`src/mclk_rx_ctrl_regs.svh`:
```
/*
 * Offsets, field positions, reset values and zero-run thresholds of the
 * master clock and receive control register.
 * Assumes inclusion by bare name from design files.
 */
`ifndef MCLK_RX_CTRL_REGS_SVH
`define MCLK_RX_CTRL_REGS_SVH

// Register address on the host access port (5-bit address)
`define MCRC_ADDR          5'h11
// Field positions inside the 8-bit register
`define MCRC_SRC_HI_BIT    5
`define MCRC_SRC_LO_BIT    4
`define MCRC_RATE_BIT      3
`define MCRC_MUTE_BIT      2
`define MCRC_LONG_LOSS_BIT 1
`define MCRC_TEST_BIT      0
// Reset value of the six control bits
`define MCRC_RESET         6'h00
// Consecutive zeros before signal loss is declared
`define LOS_EXT_ZEROS      4096
`define LOS_T1_ZEROS       175
`define LOS_E1_ZEROS       32

`endif

```
`src/mclk_rx_ctrl_pkg.sv`:
```
/*
 * Types shared by the master clock and receive control logic.
 * Assumes the constants header is included where numbers are needed.
 */
package mclk_rx_ctrl_pkg;

    // Synthesized line rate, E1 encodes as 0
    typedef enum logic {
        RATE_E1,
        RATE_T1
    } line_rate_type;

    // Six control bits, D5 down to D0
    typedef struct packed {
        logic          synth_source_sel_hi;
        logic          synth_source_sel_lo;
        line_rate_type synth_rate_choice;
        logic          receive_output_silence;
        logic          long_signal_loss_count;
        logic          board_test_tristate;
    } ctrl_fields_type;

    // One received bit pair
    typedef struct packed {
        logic pos;
        logic neg;
    } rx_bit_type;

endpackage

```
`src/signal_loss_counter.sv`:
```
/*
 * Counts consecutive zero bits at the receive input and raises the
 * signal loss flag once the selected threshold is reached.
 * Assumes bit_en_i pulses once per received bit, synchronous to clock.
 */
`timescale 1ns/1ps
`include "mclk_rx_ctrl_regs.svh"
module signal_loss_counter
#(
    parameter int CNT_W = 13
)
(
    input  wire logic             ref_clk_i,
    input  wire logic             sys_rst_i,
    input  wire logic             bit_en_i,
    input  wire logic             zero_i,
    input  wire logic [CNT_W-1:0] thr_i,
    output logic                  los_o
);

    // Threshold must fit the counter; refused at elaboration
    if (CNT_W < $clog2(`LOS_EXT_ZEROS + 1))
    begin : g_cnt_w_check
        $error("signal_loss_counter: CNT_W too small");
    end

    logic [CNT_W-1:0] zero_cnt_reg;  // Current run of zeros

    ////////////////////////////////////////////////////////////////////
    // Zero run counter, saturating at the threshold
    always_ff @(posedge ref_clk_i)
    begin
        if (sys_rst_i)
            zero_cnt_reg <= '0;
        else if (bit_en_i && !zero_i)
            zero_cnt_reg <= '0;                    // see RULE10
        else if (bit_en_i && zero_cnt_reg < thr_i)
            zero_cnt_reg <= zero_cnt_reg + 1'b1;
    end

    // Flag follows the count against the live threshold
    always_ff @(posedge ref_clk_i)
    begin
        if (sys_rst_i)
            los_o <= 1'b0;
        else if (bit_en_i && !zero_i)
            los_o <= 1'b0;                         // see RULE10
        else if (bit_en_i && zero_cnt_reg + 1'b1 >= thr_i)
            los_o <= 1'b1;                         // see RULE6 RULE7
    end

    ////////////////////////////////////////////////////////////////////
    // A one always ends the run
    AST_ONE_CLEARS: assert property (  // see RULE10
        @(posedge ref_clk_i) disable iff (sys_rst_i)
        bit_en_i && !zero_i |=> !los_o && zero_cnt_reg == '0)
        else $error("zero run not cleared by a one");

    // Reaching the threshold declares loss next cycle
    AST_THRESH_HIT: assert property (  // see RULE6
        @(posedge ref_clk_i) disable iff (sys_rst_i)
        bit_en_i && zero_i && zero_cnt_reg + 1'b1 == thr_i
        |=> los_o)
        else $error("loss not declared at threshold");

    // Below threshold the flag must not rise
    AST_NO_EARLY: assert property (  // see RULE7
        @(posedge ref_clk_i) disable iff (sys_rst_i)
        !los_o && zero_cnt_reg + 2 < {1'b0, thr_i}
        |=> !los_o)
        else $error("loss declared early");

endmodule // signal_loss_counter

```
`src/master_clock_and_receive_control_reg.sv`:
```
/*
 * Master clock and receive control register: synthesizer select and
 * rate, receive output mute, extended signal loss and board test
 * tristate, with the receive output stage these bits steer.
 * Assumes the serial host interface decodes frames into the one-cycle
 * host_wr_i / host_rd_i strobes below, and that receive inputs and
 * the hardware mode strap are synchronous to ref_clk_i.
 */
//
// Contract
// RULE1 - Hardware mode: synthesizer follows pins, not bits
// RULE2 - D5, D4 hold synthesizer source select
// RULE3 - D3: 0 gives E1, 1 gives T1/J1
// RULE4 - D2 set forces both receive data low
// RULE5 - Receive clock keeps toggling while muted
// RULE6 - D1 set: loss after 4096 zeros
// RULE7 - D1 clear: 175 zeros T1, 32 E1
// RULE8 - D0 set tristates every output pin
// RULE9 - Test pin low acts same as D0
// RULE10 - Zero count clears on one, live threshold
// RULE11 - Six bits read back, reset to zero
`timescale 1ns/1ps
`include "mclk_rx_ctrl_regs.svh"
module master_clock_and_receive_control_reg
#(
    parameter int LOS_CNT_W = 13
)
(
    input  wire logic                      ref_clk_i,
    input  wire logic                      sys_rst_i,
    // Host register access
    input  wire logic                      host_wr_i,
    input  wire logic                      host_rd_i,
    input  wire logic [4:0]                host_addr_i,
    input  wire logic [7:0]                host_wdata_i,
    output logic      [7:0]                host_rdata_o,
    output logic                           host_rvalid_o,
    // Hardware mode strap and pins
    input  wire logic                      hw_mode_i,
    input  wire logic [1:0]                hw_synth_sel_i,
    input  wire mclk_rx_ctrl_pkg::line_rate_type hw_synth_rate_i,
    input  wire logic                      test_pin_n_i,
    // Synthesizer control
    output logic [1:0]                     synth_source_sel_o,
    output mclk_rx_ctrl_pkg::line_rate_type synth_rate_choice_o,
    // Receive side
    input  wire logic                      recv_clk_i,
    input  wire logic                      recv_bit_en_i,
    input  wire mclk_rx_ctrl_pkg::rx_bit_type recv_bit_i,
    output logic                           recv_positive_data_out_o,
    output logic                           recv_negative_violation_out_o,
    output logic                           recv_clock_out_o,
    output logic                           receive_signal_loss_flag_o,
    output logic                           pins_oe_n_o
);

    import mclk_rx_ctrl_pkg::*;

    // Counter must hold the longest zero run; refused at elaboration
    if (LOS_CNT_W < $clog2(`LOS_EXT_ZEROS + 1))
    begin : g_los_cnt_w_check
        $error("LOS_CNT_W too small for the extended threshold");
    end

    ////////////////////////////////////////////////////////////////////
    // Declarations
    ctrl_fields_type       ctrl_reg;       // Host written control bits
    logic [LOS_CNT_W-1:0]  los_thr;        // Selected zero threshold
    line_rate_type         rate_eff;       // Rate seen by the LOS logic
    logic                  addr_hit;       // Access targets this register
    logic                  test_req;       // Either test source asserted
    logic                  los_raw;        // Flag from the zero counter

    ////////////////////////////////////////////////////////////////////
    // Zero threshold for the current mode and rate
    function automatic logic [LOS_CNT_W-1:0] los_threshold(
        input logic          ext,
        input line_rate_type rate
    );
        if (ext)
            return LOS_CNT_W'(`LOS_EXT_ZEROS);
        else if (rate == RATE_T1)
            return LOS_CNT_W'(`LOS_T1_ZEROS);
        else
            return LOS_CNT_W'(`LOS_E1_ZEROS);
    endfunction

    // Address decode shared by read and write
    assign addr_hit = (host_addr_i == `MCRC_ADDR);

    ////////////////////////////////////////////////////////////////////
    // Control register write; other addresses belong elsewhere
    always_ff @(posedge ref_clk_i)
    begin
        if (sys_rst_i)
            ctrl_reg <= ctrl_fields_type'(`MCRC_RESET);   // see RULE11
        else if (host_wr_i && addr_hit)
        begin
            // Bits D7, D6 are not stored here
            ctrl_reg <= ctrl_fields_type'(host_wdata_i[5:0]); // see RULE2
        end
    end

    // Read data, one cycle after the strobe
    always_ff @(posedge ref_clk_i)
    begin
        if (sys_rst_i)
        begin
            host_rdata_o  <= 8'h00;
            host_rvalid_o <= 1'b0;
        end
        else
        begin
            host_rvalid_o <= host_rd_i;
            if (host_rd_i && addr_hit)
                host_rdata_o <= {2'b00, ctrl_reg};        // see RULE11
            else if (host_rd_i)
                host_rdata_o <= 8'h00;     // Unmapped here reads zero
        end
    end

    ////////////////////////////////////////////////////////////////////
    // Synthesizer control; the strap picks pins or register bits
    always_ff @(posedge ref_clk_i)
    begin
        if (sys_rst_i)
        begin
            synth_source_sel_o  <= 2'h0;
            synth_rate_choice_o <= RATE_E1;
        end
        else if (hw_mode_i)
        begin
            // Register bits ignored while strapped
            synth_source_sel_o  <= hw_synth_sel_i;        // see RULE1
            synth_rate_choice_o <= hw_synth_rate_i;       // see RULE1
        end
        else
        begin
            synth_source_sel_o  <= {ctrl_reg.synth_source_sel_hi,
                                    ctrl_reg.synth_source_sel_lo};
            synth_rate_choice_o <= ctrl_reg.synth_rate_choice; // see RULE3
        end
    end

    ////////////////////////////////////////////////////////////////////
    // Receive data outputs; mute forces both low
    always_ff @(posedge ref_clk_i)
    begin
        if (sys_rst_i)
        begin
            recv_positive_data_out_o      <= 1'b0;
            recv_negative_violation_out_o <= 1'b0;
        end
        else if (ctrl_reg.receive_output_silence)
        begin
            recv_positive_data_out_o      <= 1'b0;        // see RULE4
            recv_negative_violation_out_o <= 1'b0;        // see RULE4
        end
        else
        begin
            recv_positive_data_out_o      <= recv_bit_i.pos;
            recv_negative_violation_out_o <= recv_bit_i.neg;
        end
    end

    // Receive clock retimed with the data, never gated by mute
    always_ff @(posedge ref_clk_i)
    begin
        if (sys_rst_i)
            recv_clock_out_o <= 1'b0;
        else
            recv_clock_out_o <= recv_clk_i;               // see RULE5
    end

    ////////////////////////////////////////////////////////////////////
    // Signal loss detection; rate follows the synthesizer output so
    // the threshold matches the line actually being received
    assign rate_eff = synth_rate_choice_o;
    assign los_thr  = los_threshold(ctrl_reg.long_signal_loss_count,
                                    rate_eff);            // see RULE6 RULE7

    signal_loss_counter
    #(
        .CNT_W     (LOS_CNT_W)
    )
    u_los_cnt
    (
        .ref_clk_i (ref_clk_i),
        .sys_rst_i (sys_rst_i),
        .bit_en_i  (recv_bit_en_i),
        .zero_i    (!recv_bit_i.pos && !recv_bit_i.neg),
        .thr_i     (los_thr),                             // see RULE10
        .los_o     (los_raw)
    );

    assign receive_signal_loss_flag_o = los_raw;

    ////////////////////////////////////////////////////////////////////
    // Board test: register bit or grounded test pin, same effect
    assign test_req = ctrl_reg.board_test_tristate
                      || !test_pin_n_i;                   // see RULE9

    // Output enable, low while driving; one flop so all pins float
    // together rather than glitching on a decode path
    always_ff @(posedge ref_clk_i)
    begin
        if (sys_rst_i)
            pins_oe_n_o <= 1'b0;
        else
            pins_oe_n_o <= test_req;                      // see RULE8
    end

    ////////////////////////////////////////////////////////////////////
    // Checks
    AST_HW_PINS: assert property (  // see RULE1
        @(posedge ref_clk_i) disable iff (sys_rst_i)
        hw_mode_i |=> synth_source_sel_o == $past(hw_synth_sel_i)
                      && synth_rate_choice_o == $past(hw_synth_rate_i))
        else $error("strapped synthesizer not following pins");

    AST_READBACK: assert property (  // see RULE2
        @(posedge ref_clk_i) disable iff (sys_rst_i)
        host_wr_i && addr_hit ##1 host_rd_i && addr_hit
        |=> host_rvalid_o
            && host_rdata_o == {2'b00, $past(host_wdata_i[5:0], 2)})
        else $error("control bits do not read back");

    AST_RATE: assert property (  // see RULE3
        @(posedge ref_clk_i) disable iff (sys_rst_i)
        !hw_mode_i && !(host_wr_i && addr_hit)
        ##1 !hw_mode_i
        |=> synth_rate_choice_o == $past(ctrl_reg.synth_rate_choice, 2))
        else $error("rate bit not steering synthesizer");

    AST_MUTE: assert property (  // see RULE4
        @(posedge ref_clk_i) disable iff (sys_rst_i)
        ctrl_reg.receive_output_silence
        |=> !recv_positive_data_out_o && !recv_negative_violation_out_o)
        else $error("muted receive data not low");

    AST_CLK_UNMUTED: assert property (  // see RULE5
        @(posedge ref_clk_i) disable iff (sys_rst_i)
        ctrl_reg.receive_output_silence && recv_clk_i
        |=> recv_clock_out_o)
        else $error("receive clock suppressed by mute");

    AST_EXT_THR: assert property (  // see RULE6
        @(posedge ref_clk_i) disable iff (sys_rst_i)
        ctrl_reg.long_signal_loss_count |-> los_thr == 4096)
        else $error("extended threshold not 4096");

    AST_NORM_THR: assert property (  // see RULE7
        @(posedge ref_clk_i) disable iff (sys_rst_i)
        !ctrl_reg.long_signal_loss_count
        |-> los_thr == (rate_eff == RATE_T1 ? 175 : 32))
        else $error("normal threshold wrong");

    AST_TEST_TRI: assert property (  // see RULE8
        @(posedge ref_clk_i) disable iff (sys_rst_i)
        ctrl_reg.board_test_tristate |=> pins_oe_n_o)
        else $error("test bit did not float outputs");

    AST_TEST_PIN: assert property (  // see RULE9
        @(posedge ref_clk_i) disable iff (sys_rst_i)
        !test_pin_n_i && !ctrl_reg.board_test_tristate
        |=> pins_oe_n_o ##1 (pins_oe_n_o == $past(test_req)))
        else $error("test pin not equivalent to test bit");

endmodule // master_clock_and_receive_control_reg

```
`config.mk`:
```
export PLATFORM = sky130hd
export DESIGN_NAME = master_clock_and_receive_control_reg
export DESIGN_NICKNAME = d
export VERILOG_FILES = /design/src/mclk_rx_ctrl_pkg.sv /design/src/signal_loss_counter.sv /design/src/master_clock_and_receive_control_reg.sv
export VERILOG_INCLUDE_DIRS = /design/src /design/src/src
export SDC_FILE = /design/constraint.sdc
export NUM_CORES = 1
export LEC_CHECK = 0
export BUFFER_PORTS_ARGS = -buffer_cell sky130_fd_sc_hd__buf_2
export CELL_PAD_IN_SITES_DETAIL_PLACEMENT = 1
export CELL_PAD_IN_SITES_GLOBAL_PLACEMENT = 1
export CORE_AREA = 3 3 71 73
export CTS_BUF_LIST = sky130_fd_sc_hd__clkbuf_8
export CTS_CLUSTER_SIZE = 14
export DETAILED_ROUTE_END_ITERATION = 8
export DIE_AREA = 0 0 74 76
export PLACE_DENSITY = 0.91
export REMOVE_ABC_BUFFERS = 1
export SKIP_CTS_REPAIR_TIMING = 1
export SLEW_MARGIN = 20
export SYNTH_ARGS = -nofsm -noshare
export SYNTH_HDL_FRONTEND = slang
export SYNTH_SLANG_ARGS = --single-unit
```
`constraint.sdc`:
```
create_clock -name ref_clk_i -period 4.35 [get_ports ref_clk_i]
set_input_delay 0.87 -clock ref_clk_i [delete_from_list [all_inputs] [get_ports ref_clk_i]]
set_output_delay 0.87 -clock ref_clk_i [all_outputs]
set_load 0.02 [all_outputs]
```
* Word-level counts from Yosys, hierarchy flattened *
Cells that the tools add are included.

storage, ports and cells
  flip-flop bits (word level) = 34
  input port bits = 26
  output and inout bits = 17
  logic and storage cells = 40

operators by class
  $add $sub $neg = 1
  $lt $le $gt $ge = 2
  equal/unequal tests = 1
  muxes and demuxes = 6
  reduce and logical (&&, ||, !) cells = 14

operators by type and width
  operator                                                          count
  13-bit by 1-bit adder with 13-bit output (second input constant)  1
  13-bit greater-or-equal comparator                                1
  13-bit < comparator                                               1
  13-bit two-way mux                                                1
  6-bit two-way mux                                                 2
  8-bit two-way mux                                                 1
  1-bit logical AND                                                 6
  5-bit equality test (second input constant)                       1
  1-bit logical NOT                                                 4
  2-bit OR reduction                                                2
  2-bit two-way mux                                                 1
  2-bit nonzero test                                                1
  1-bit logical OR                                                  1
  1-bit two-way mux                                                 1

* Depth between registers and ports, before layout *
Gate-level depths: netlist of the first run.

  word-level depth = 5
  gate-level depth with buffers = 10

* By module *
From an unflattened synthesis of the first run, not the netlist that was laid out.

unflattened totals
  cells, all modules = 244
  area, all modules = 2,169.6 um^2

by module, submodules not included
  module                                times used  cells each  area each (um^2)
  signal_loss_counter                   1           162         1,353.8
  master_clock_and_receive_control_reg  1           82          815.8

* Worst setup path after synthesis of the first run *
No wires, ideal clock.

  path kind = input port to flip-flop
  from = input recv_bit_en_i
  to = register u_los_cnt.zero_cnt_reg[9]
  data arrival time = 2.110 ns
  setup slack = 2.170 ns
  cell stages on the path = 6
  cells stage by stage = nand2b_1 -> or3_4 -> o22a_4 -> buf_6 -> a211o_1 -> a21oi_1

between the ends
  cells in the longest elaborated chain, start to end = 2
  elaborated cells on any way between the ends = 3
  classes of those cells = reduce/logical (3)

RTL lines
  element                              line                                        RTL
  start: declaration                   master_clock_and_receive_control_reg.sv:48  input wire logic recv_bit_en_i,
  1-bit logical AND                    signal_loss_counter.sv:35                   else if (bit_en_i && !zero_i)
  2-bit OR reduction (no source line)  n/a
  end signal: assignment               signal_loss_counter.sv:38                   zero_cnt_reg <= zero_cnt_reg + 1'b1;
  end: declaration                     signal_loss_counter.sv:27                   logic [CNT_W-1:0] zero_cnt_reg;

Parallel ways exist; a longest one is shown, timed or not.
A chain may end at the register's enable or synchronous reset.

* Worst setup path in the final report of the first run *
  from = register ctrl_reg[1] (netlist name)
  to = register u_los_cnt.zero_cnt_reg[6]

between the ends
  cells in the longest elaborated chain, start to end = 3

RTL lines
  element                   line                                         RTL
  start: declaration        master_clock_and_receive_control_reg.sv:67   ctrl_fields_type ctrl_reg;
  start signal: assignment  master_clock_and_receive_control_reg.sv:96   ctrl_reg <= ctrl_fields_type'(`MCRC_RESET);
  start signal: assignment  master_clock_and_receive_control_reg.sv:100  ctrl_reg <= ctrl_fields_type'(host_wdata_i[5:0]);
  13-bit two-way mux        master_clock_and_receive_control_reg.sv:80   if (ext)
  13-bit < comparator       signal_loss_counter.sv:37                    else if (bit_en_i && zero_cnt_reg < thr_i)
  1-bit logical AND         signal_loss_counter.sv:37

Every way passes these cells.

==> results of run 1 <==
==> routing by layer <==
| metal | track usage | share of wire | up-vias |
|---|---|---|---|
| met5 | 0 | 0 | - |
| met4 | 0.0815 | 0.021 | 0 |
| met3 | 0.0501 | 0.057 | 9 |
| met2 | 0.298 | 0.47 | 51 |
| met1 | 0.238 | 0.45 | 834 |
| li1 | - | - | 882 |
==> logic make-up (layout without fill, tap and decap cells) <==
| group | count (synthesis) | after routing |
|---|---|---|
| other | 1 | 2 |
| adders and majority gates | 15 | 15 |
| muxes | 8 | 8 |
| DFF | 34 | 34 |
| buffers and inverters | 19 | 50 |
| and+or+nand+nor | 88 | 88 |
| xor gates and xnor gates | 8 | 8 |
| AOI/OAI and AO/OA | 55 | 55 |
==> synth_stat cells (2+ instances only) <==
cell / n / share of area
nand2_1: 23 / 0.044
o21a_1: 2 / 0.0076
a211o_1: 2 / 0.0089
buf_4: 4 / 0.015
ha_1: 15 / 0.095
a2111o_1: 5 / 0.029
o22ai_1: 2 / 0.0064
and3_1: 3 / 0.0095
buf_6: 2 / 0.011
nor2b_1: 10 / 0.032
nor2_1: 11 / 0.021
xnor2_1: 6 / 0.027
inv_1: 4 / 0.0076
or3_1: 4 / 0.013
mux2i_1: 8 / 0.041
nor3_1: 6 / 0.015
and3_2: 2 / 0.0076
xor2_1: 2 / 0.0089
dfxtp_1: 34 / 0.35
o21ai_0: 12 / 0.031
o31ai_1: 2 / 0.0076
clkbuf_1: 8 / 0.015
nand3_1: 14 / 0.036
a21oi_1: 23 / 0.059
nor3b_1: 2 / 0.0076
==> worst max path at each step <==
stage / startpoint / end / slack, ns / cells past startpoint
after detailed placement: recv_bit_en_i / u_los_cnt.zero_cnt_reg[6]$_SDFFE_PP0P_ / 1.90 / 6
final: ctrl_reg[1]$_SDFFE_PP0P_ / u_los_cnt.zero_cnt_reg[6]$_SDFFE_PP0P_ / 1.90 / 8
after global placement: ctrl_reg[1]$_SDFFE_PP0P_ / u_los_cnt.los_o$_SDFFE_PP0P_ / 1.94 / 8
after global routing: ctrl_reg[1]$_SDFFE_PP0P_ / u_los_cnt.zero_cnt_reg[2]$_SDFFE_PP0P_ / 1.71 / 9
after CTS: ctrl_reg[1]$_SDFFE_PP0P_ / u_los_cnt.zero_cnt_reg[6]$_SDFFE_PP0P_ / 1.88 / 8
after floorplan: recv_bit_en_i / u_los_cnt.zero_cnt_reg[6]$_SDFFE_PP0P_ / 2.20 / 5
==> through the flow <==
step | area (um2) | setup slack, ns
after CTS | 2280 | 1.88
after global placement | 2140 | 1.94
after detailed placement | 2140 | 1.90
final | 2280 | 1.90
after global routing | 2280 | 1.71
after floorplan | 1880 | 2.20
==> power breakdown <==
group / switching, W / total [W] / internal (W)
Combinational: 0.0000387 / 0.0000653 / 0.0000266
Clock: 0.000120 / 0.000349 / 0.000230
Sequential: 0.00000296 / 0.000319 / 0.000316
==> cell type report <==
class | count | area (um2) | share of cell area
Multi-Input combinational cell | 176 | 1190 | 0.522
Sequential cell | 34 | 681 | 0.299
Timing Repair Buffer | 38 | 190 | 0.0835
Clock buffer | 5 | 68.8 | 0.0302
Clock inverter | 3 | 68.8 | 0.0302
Tap cell | 52 | 65.1 | 0.0286
Inverter | 4 | 15.0 | 0.00659
==> worst max-delay path: cells and delay by family, from the launching register on <==
kind | cells | cell delay [ns]
AO/OA/AOI/OAI | 3 | 0.83
flip-flops | 1 | 0.44
AND/OR/NAND/NOR | 3 | 0.69
adder cells (fa/ha/maj) | 1 | 0.29
buffers and inverters | 1 | 0.13
==> run summary, run 1 <==
Routed len/inst -> 15.6 um
R2R Path End -> u_los_cnt.zero_cnt_reg[6]$_SDFFE_PP0P_
Die height -> 76 um
Pleak -> 0.974 nW
Setup TNS -> 0 ns
Largest net degree at the start of global routing -> 28
Die ar. -> 5620 um2
Total global-route track usage -> 0.189
Clock latency on the worst-skew pair -> 0.29 ns
Worst Reg2Reg Path Length in Cells -> 8
Peak Freq -> 408 MHz
CP Cell Sequence -> inv_1, nand2_1, ha_1, nor2b_1, o2111ai_1, nand4b_4, a2111o_1, o21ai_0
ANT cells -> 0
Hold Crit Start -> ctrl_reg[3]$_SDFFE_PP0P_
Cell variety after synth -> 47
Max-slew violations -> 0
Main combinational cell family by area after synthesis -> simple AND/OR/NAND/NOR gates
Synth-to-Final Area Change -> 15.8%
Outcome -> complete, no violations
WHS Endpoint -> ctrl_reg[3]$_SDFFE_PP0P_
Asr flop ratio synth -> 0
Hold slack -> 0.476 ns
Synth Area in XOR/XNOR -> 0.0356
Mapped Cells -> 228
Final count of hold timing violations -> 0
Placer Congestion -> 0.857
PortBufs -> 38
Initial antenna violation count -> 0
Arrival time at the worst endpoint -> 2.66 ns
Simple-gate share of the synthesized area -> 0.246
Final HPWL DP -> 3700 um
Clock tree from TritonCTS -> done
CTS max path bufs -> 2
Nets@finish -> 300
DR vias -> 1776
DRC violations left -> 0
Total CTS buffers -> 5
EDFF count, synth -> 0
Clock slew at reported path FFs -> 0.07 ns
R2R Path Start -> ctrl_reg[1]$_SDFFE_PP0P_
Post-route minimum period -> 2.45 ns
Pre-Repair DR Iteration Count -> 4
Post-Syn Area -> 1970 um2
CTS Root Cell -> clkbuf_8
Fillers -> 527
Max FO, Critical Path -> 15
Mean post-synth cell area -> 8.63 um2
HP Class -> reg -> reg
Post-Synth Adder-Cell Area -> 0.0954
H-Tree Depth -> 2
Max_cap viols -> 0
PwrDens -> 322 nW/um2
Die Width -> 74 um
Mux share of post-synthesis cell area -> 0.0407
Vias in the first global route -> 1782
Site Rows -> 24
GRT overflow -> 0
Post-synthesis compound-gate area fraction -> 0.183
Seq/Total Area, Yosys -> 0.346
Synth Register Bits -> 34
Yosys warning count -> 0
Wire length of the first global-routing pass -> 8320 um
Worst Setup End Kind -> flop
Crit share post-route -> 0.564
Most common cell after layout, fill and taps aside -> buf_2
Core area -> 4410 um2
Iteration-0 DRC Markers -> 129
Hold Crit Depth -> 2
Slowest CP cell -> dfxtp_1
Total Power -> 0.000734 W
Starting Density -> 0.446
Layout Cells excl Fill -> 312
Least-Margin Pin Slew -> 0.794 ns
Placed Cells -> 304
Worst endpoint required time -> 4.56 ns
Final Util -> 0.516
Post-route ant nets -> 0
Final wirelength -> 4860 um
Most frequent cells in the layout -> 38 x buf_2, 34 x dfxtp_1, 23 x nand2_1, 23 x a21oi_1, 15 x ha_1
Setup violators final -> 0
Max transition margin -> 0.468
Main synth FF type -> dfxtp_1
Max IR drop VDD -> 0.192 mV
Clock sinks -> 34
Unrepaired setup endpoints after global routing -> false
Crit path kind -> reg -> reg
Share of layout cells above drive strength 1 -> 0.215
Max FFs per register -> 13
Skew final -> 0.00609 ns
Vias per cell -> 5.69
CP startpoint kind -> flop
Max stage delay on crit path -> 0.44 ns
R2R Setup Slk -> 1.90 ns
IO Count -> 43
No activity file was read; power rests on OpenSTA's default activity.
==> inputs of run 2 (changes only) <==
ABC_AREA = 1   (was unset)
CORE_AREA = 3 3 77 79   (was 3 3 71 73)
DIE_AREA = 0 0 80 82   (was 0 0 74 76)
PLACE_DENSITY = 0.83   (was 0.91)
clock period = 2.1 ns   (was 4.35 ns; I/O delays follow)
==> run 2 against run 1 <==
Combinational power rose to 14 times the previous value. Clock power rose by 110%. Synthesized cell count rose by 14%. Final cell count rose by 24%. Critical path type unchanged. Flip-flop and latch count did not move. Critical path depth rose by 5. Count of clock-buffer cells in the layout did not move. Largest power group is now combinational logic. Register-to-register slack got worse by 1.8 ns. Synthesized area fell by 4.0%. Via count rose by 5.3%. Cell area rose by 6.2%. Core utilization fell by 6.8 points.
==> run summary, run 2 <==
Die ar. -> 6560 um2 (+17%)
H-Tree Depth -> 2 (unchanged)
Setup TNS -> 0 ns (unchanged)
Site Rows -> 27 (+13%)
Hold Crit Depth -> 2 (unchanged)
Worst Setup End Kind -> flop
Cell variety after synth -> 29 (-38%)
R2R Setup Slk -> 0.06 ns (-1.84 ns)
Post-Syn Area -> 1890 um2 (-4.0%)
Hold Crit Start -> test_pin_n_i
Total CTS buffers -> 5 (unchanged)
Mean post-synth cell area -> 7.29 um2 (-15%)
Seq/Total Area, Yosys -> 0.361 (+0.0144)
Max_cap viols -> 0 (unchanged)
GRT overflow -> 0 (unchanged)
Share of layout cells above drive strength 1 -> 0.260 (+0.0449)
Outcome -> complete, no violations
Worst Reg2Reg Path Length in Cells -> 13 (+5)
Vias in the first global route -> 1997 (+12%)
ANT cells -> 0 (unchanged)
Setup violators final -> 0 (unchanged)
Clock sinks -> 34 (unchanged)
Synth Register Bits -> 34 (unchanged)
Crit share post-route -> 0.972 (+0.408)
Total global-route track usage -> 0.165 (-0.0235)
Pre-Repair DR Iteration Count -> 4 (unchanged)
Nets@finish -> 355 (+18%)
Initial antenna violation count -> 0 (unchanged)
Routed len/inst -> 13.5 um (-14%)
Hold slack -> 0.301 ns (-0.176 ns)
CTS Root Cell -> clkbuf_8
PwrDens -> 1010 nW/um2 (+210%)
Peak Freq -> 490 MHz (+20%)
Max FO, Critical Path -> 4 (-11)
Max FFs per register -> 13 (unchanged)
Largest net degree at the start of global routing -> 25 (-11%)
Most frequent cells in the layout -> 42 x nand2_1, 40 x inv_1, 38 x buf_2
Post-route ant nets -> 0 (unchanged)
Final count of hold timing violations -> 0 (unchanged)
Top-area cell type share of the netlist area -> 0.361 (+0.0144)
Synth-to-Final Area Change -> 28.1%
Max-slew violations -> 0 (unchanged)
Die height -> 82 um (+7.9%)
Unrepaired setup endpoints after global routing -> true
Final HPWL DP -> 3960 um (+7.0%)
Asr flop ratio synth -> 0 (unchanged)
HP Class -> in -> reg
Pleak -> 1.19 nW (+22%)
Post-route minimum period -> 2.04 ns (-0.413 ns)
Mapped Cells -> 259 (+14%)
Clock slew at reported path FFs -> 0.08 ns (about the same)
Final Instance Area -> 2420 um2 (+6.2%)
Placer Congestion -> 0.776 (-9.4%)
R2R Path Start -> u_los_cnt.zero_cnt_reg[6]$_SDFFE_PP0P_
Most frequent cell after synthesis -> nand2_1
Final wirelength -> 5210 um (+7.3%)
Wire length of the first global-routing pass -> 8570 um (+3.0%)
CTS max path bufs -> 2 (unchanged)
R2R Path End -> u_los_cnt.los_o$_SDFFE_PP0P_
EDFF count, synth -> 0 (unchanged)
Crit path kind -> reg -> reg
Vias per cell -> 4.83 (-15%)
Max IR drop VDD -> 0.583 mV (+200%)
Worst endpoint required time -> 2.33 ns (-2.23 ns)
Worst Setup Slack, final -> 0.0587 ns (-1.84 ns)
WHS Endpoint -> pins_oe_n_o$_SDFF_PP0_
Yosys warning count -> 0 (unchanged)
Core area -> 5410 um2 (+22%)
IO Count -> 43 (unchanged)
Arrival time at the worst endpoint -> 2.27 ns (-0.39 ns)
Placed Cells -> 375 (+23%)
Pre-CTS setup slack -> 0.00568 ns (-1.90 ns)
Main synth FF type -> dfxtp_1
Post-synth top cells -> 43 x nand2_1, 41 x inv_1, 34 x dfxtp_1
DRC violations left -> 0 (unchanged)
PortBufs -> 38 (unchanged)
Post-synth top area cell -> dfxtp_1
Most common cell after layout, fill and taps aside -> nand2_1
Starting Density -> 0.349 (-0.0963)
CP startpoint kind -> flop
Skew final -> 0.00727 ns (+0.00117 ns)
Clock tree from TritonCTS -> done
Clock latency on the worst-skew pair -> 0.29 ns (about the same)
DR vias -> 1871 (+5.3%)
Most area-consuming cells after synthesis -> dfxtp_1 36%, ha_1 9.9%, nand2_1 8.5%, a21oi_1 8.5%, inv_1 8.2%
Layout Cells excl Fill -> 387 (+24%)
Iteration-0 DRC Markers -> 60 (-53%)
Area of placed instances -> 2240 um2 (+4.5%)
Die Width -> 80 um (+8.1%)
[run 2: cell count changes in the layout (fill, tap and decap cells not counted), moves of 6 or more]
cell,change
inv_1,+36
nand2_1,+19
buf_4,+15
nor2b_1,-10
a21oi_1,+9
mux2i_1,-8
o21ai_0,+7
xnor2_1,-6
[run 2: layout make-up]
cell class / count / area [um2]
clock buffers: 5 / 68.8
inverters: 43 / 161
clock inverters: 3 / 68.8
flip-flops and latches: 34 / 686
well taps: 72 / 90.1
fillers: 712 / 2990
repair buffers: 54 / 323
multi-input cells: 176 / 1020
[run 2: logic make-up after synthesis]
family	count (synthesis)	share of synthesized area
other	1	0.00199
buffers and inverters	50	0.106
adders and majority gates	15	0.0994
and+or+nand+nor	94	0.241
xor gates and xnor gates	7	0.0325
AOI/OAI and AO/OA	58	0.159
DFF	34	0.361
[run 2: worst max-delay path by stage]
stage | startpoint | end | slack (ns) | depth (start not counted)
floorplan | synth_rate_choice_o$_SDFF_PP0_ | u_los_cnt.zero_cnt_reg[10]$_SDFFE_PP0P_ | 0.13 | 10
global placement | u_los_cnt.zero_cnt_reg[5]$_SDFFE_PP0P_ | u_los_cnt.los_o$_SDFFE_PP0P_ | 0.12 | 13
detailed placement | u_los_cnt.zero_cnt_reg[6]$_SDFFE_PP0P_ | u_los_cnt.los_o$_SDFFE_PP0P_ | 0.006 | 13
CTS | u_los_cnt.zero_cnt_reg[6]$_SDFFE_PP0P_ | u_los_cnt.los_o$_SDFFE_PP0P_ | -0.03 | 13
global route | u_los_cnt.zero_cnt_reg[6]$_SDFFE_PP0P_ | u_los_cnt.los_o$_SDFFE_PP0P_ | -0.09 | 13
finish | u_los_cnt.zero_cnt_reg[6]$_SDFFE_PP0P_ | u_los_cnt.los_o$_SDFFE_PP0P_ | 0.06 | 13
[run 2: worst max-delay path: stages, from the launching register on]
cell and delay, ns:
dfxtp_2 0.37, inv_1 0.11, nor3_4 0.21, nand2_1 0.09, xor2_1 0.17, ha_1 0.36, nand3_1 0.11, nor2_1 0.12
nand2_1 0.06, nand2_1 0.09, nand2_1 0.05, nand3_1 0.08, nand2_1 0.07, a21oi_2 0.10
[run 2: report_power, final]
part           internal (W)  switching [W]  leakage [nW]  total [W]
registers          0.000727      0.0000773         0.279   0.000804
logic              0.000371       0.000538         0.841   0.000909
clock network      0.000476       0.000255        0.0683   0.000731
[run 2: routing by layer]
metal,global-route usage,up-vias,part of all wire
li1,-,944,-
met1,0.181,872,0.43
met2,0.307,41,0.50
met3,0.0450,14,0.045
met4,0.0541,0,0.019
met5,0,-,0
[run 2: per-stage QoR]
step | total power (W) | utilization
after floorplan | 0.00135 | -
after global placement | 0.00160 | 0.414
after detailed placement | 0.00165 | 0.414
after CTS | 0.00240 | 0.439
after global routing | 0.00262 | 0.447
final | 0.00244 | 0.447
==> inputs of run 3 (changes only) <==
HOLD_SLACK_MARGIN = 0.15   (was unset)
PLACE_DENSITY = unset   (was 0.83)
PLACE_DENSITY_LB_ADDON = 0.1   (was unset)
RECOVER_POWER = 100   (was unset)
==> run 3 against run 2 <==
Final cell count decreased by 0.26%. Setup slack better by 0.047 ns. First-iteration DRC count decreased by 1.7%. Critical endpoint unchanged. Highest routed layer unchanged.
==> run summary, run 3 (synthesis gave the netlist of run 2 again) <==
Comb pwr share -> 0.382 (+0.010)
Total global-route track usage -> 0.160 (-0.00529)
Vias per cell -> 4.62 (-4.4%)
Final wirelength -> 4810 um (-7.8%)
Top Metal Used -> met4
Worst endpoint required time -> 2.28 ns (-0.05 ns)
Clk pwr share -> 0.250 (-0.049)
DR vias -> 1784 (-4.6%)
Clock latency on the worst-skew pair -> 0.29 ns (about the same)
CTS Root Cell -> clkbuf_8
Site Rows -> 27 (unchanged)
Die ar. -> 6560 um2 (unchanged)
Clock slew at reported path FFs -> 0.08 ns (about the same)
Arrival time at the worst endpoint -> 2.18 ns (-0.09 ns)
Met2 Routed Length -> 2350 um (-11%)
Max transition margin -> 0.636
Post-route ant nets -> 0 (unchanged)
CTS max path bufs -> 2 (unchanged)
Fillers -> 729 (+2.4%)
Least-Margin Pin Slew -> 0.546 ns
Most common cell after layout, fill and taps aside -> nand2_1
Switching Power -> 0.000852 W (-2.1%)
Int Power -> 0.00132 W (-16%)
GRT overflow -> 0 (unchanged)
Switching share of power -> 0.391 (+0.0352)
Final count of hold timing violations -> 0 (unchanged)
WL met3 -> 201 um (-14%)
Peak Freq -> 501 MHz (+2.3%)
Final HPWL DP -> 3830 um (-3.2%)
Max IR drop VDD -> 0.542 mV (-7.0%)
Clock tree from TritonCTS -> done
PwrDens -> 933 nW/um2 (-7.7%)
Starting Density -> 0.349 (unchanged)
DRC violations left -> 0 (unchanged)
Nets@finish -> 354 (-0.28%)
IO Count -> 43 (unchanged)
Crit path kind -> reg -> reg
Wire length of the first global-routing pass -> 8200 um (-4.3%)
Most frequent cells in the layout -> 42 x nand2_1, 40 x inv_1, 32 x a21oi_1
Final Util -> 0.432 (-0.0155)
Max FO, Critical Path -> 4 (unchanged)
Die height -> 82 um (unchanged)
Clock sinks -> 34 (unchanged)
Pre-Repair DR Iteration Count -> 4 (unchanged)
HP Class -> in -> reg
ANT cells -> 0 (unchanged)
Die Width -> 80 um (unchanged)
Unrepaired setup endpoints after global routing -> true
Vias in the first global route -> 1809 (-9.4%)
Setup violators final -> 0 (unchanged)
Synth-to-Final Area Change -> 23.7%
H-Tree Depth -> 2 (unchanged)
Placer Congestion -> 0.792 (+2.1%)
Initial antenna violation count -> 0 (unchanged)
Max_cap viols -> 0 (unchanged)
Post-route minimum period -> 1.99 ns (-0.0468 ns)
Iteration-0 DRC Markers -> 59 (-1.7%)
Core area -> 5410 um2 (unchanged)
Pre-CTS setup slack -> 0.0325 ns (+0.0268 ns)
Outcome -> complete, no violations
M1 WL -> 2210 um (-1.6%)
Largest net degree at the start of global routing -> 25 (unchanged)
CP startpoint kind -> flop
Pleak -> 1.10 nW (-7.8%)
Share of layout cells above drive strength 1 -> 0.204 (-0.0565)
Max-slew violations -> 0 (unchanged)
Worst Setup End Kind -> flop
Routed len/inst -> 12.5 um (-7.5%)
Total CTS buffers -> 5 (unchanged)
PortBufs -> 38 (unchanged)
Crit share post-route -> 0.950 (-0.0223)
Max FFs per register -> 13 (unchanged)
Skew final -> 0.00864 ns (+0.00137 ns)
Worst Setup Slack, final -> 0.106 ns (+0.0468 ns)
Sequential power share -> 0.368 (+0.039)
run 3: changes by cell type in the layout (fill, tap and decap cells not counted), moves of 2 or more:
cell	previous run	this run
buf_4	15	13
bufinv_16	2	0
o21ai_1	3	0
buf_2	38	23
o21ai_0	19	22
clkbuf_1	0	16
run 3: per-layer routing:
metal | up-vias | track usage
met2 | 30 | 0.276
met5 | - | 0
li1 | 942 | -
met3 | 4 | 0.0318
met4 | 0 | 0.0557
met1 | 808 | 0.198
run 3: metrics by stage:
| step | cells | area (um2) | hold WS, ns | power, W | setup TNS (ns) |
|---|---|---|---|---|---|
| 6_report | 386 | 2330 | 0.304 | 0.00218 | 0 |
| 5_1_grt | 386 | 2330 | 0.309 | 0.00237 | -0.120 |
| 4_1_cts | 385 | 2350 | 0.297 | 0.00220 | 0 |
| 3_5_place_dp | 377 | 2250 | 0.463 | 0.00165 | 0 |
| 3_3_place_gp | 377 | 2250 | 0.451 | 0.00163 | 0 |
| 2_1_floorplan | 253 | 1850 | 0.434 | 0.00135 | 0 |
run 3: area by class of cell:
class | count | area [um2] | share of cell area
Multi-Input combinational cell | 176 | 1020 | 0.435
Sequential cell | 34 | 684 | 0.293
Timing Repair Buffer | 53 | 284 | 0.122
Inverter | 43 | 161 | 0.0691
Tap cell | 72 | 90.1 | 0.0386
Clock buffer | 6 | 82.6 | 0.0354
Clock inverter | 2 | 16.3 | 0.00697
run 3: critical path, cell delays in order, from the launching register on:
cell and delay, ns:
dfxtp_2 0.37, ha_2 0.22, nand2_2 0.07, nor2_4 0.13, nand2_2 0.10, nor4_4 0.15, xor2_1 0.12, ha_1 0.22
nor2_1 0.10, nand3_1 0.08, nor2_1 0.09, nand3_1 0.10, nand2_1 0.08, a21oi_2 0.05
run 3: final timing paths:
path	from	slack, ns	cells after the start	to
max reg2reg	u_los_cnt.zero_cnt_reg[0]$_SDFFE_PP0P_	0.11	13	u_los_cnt.los_o$_SDFFE_PP0P_
min	test_pin_n_i	0.30	2	pins_oe_n_o$_SDFF_PP0_
max	u_los_cnt.zero_cnt_reg[0]$_SDFFE_PP0P_	0.11	13	u_los_cnt.los_o$_SDFFE_PP0P_
min reg2reg	ctrl_reg[3]$_SDFFE_PP0P_	0.47	2	host_rdata_o[3]$_SDFFE_PP0P_
run 3: power groups by stage:
stage	logic (W)	clock network, W	registers [W]
2_1_floorplan	0.000530	0	0.000817
3_3_place_gp	0.000820	0	0.000809
3_5_place_dp	0.000837	0	0.000812
4_1_cts	0.000844	0.000560	0.000797
5_1_grt	0.000969	0.000582	0.000815
6_report	0.000833	0.000544	0.000801
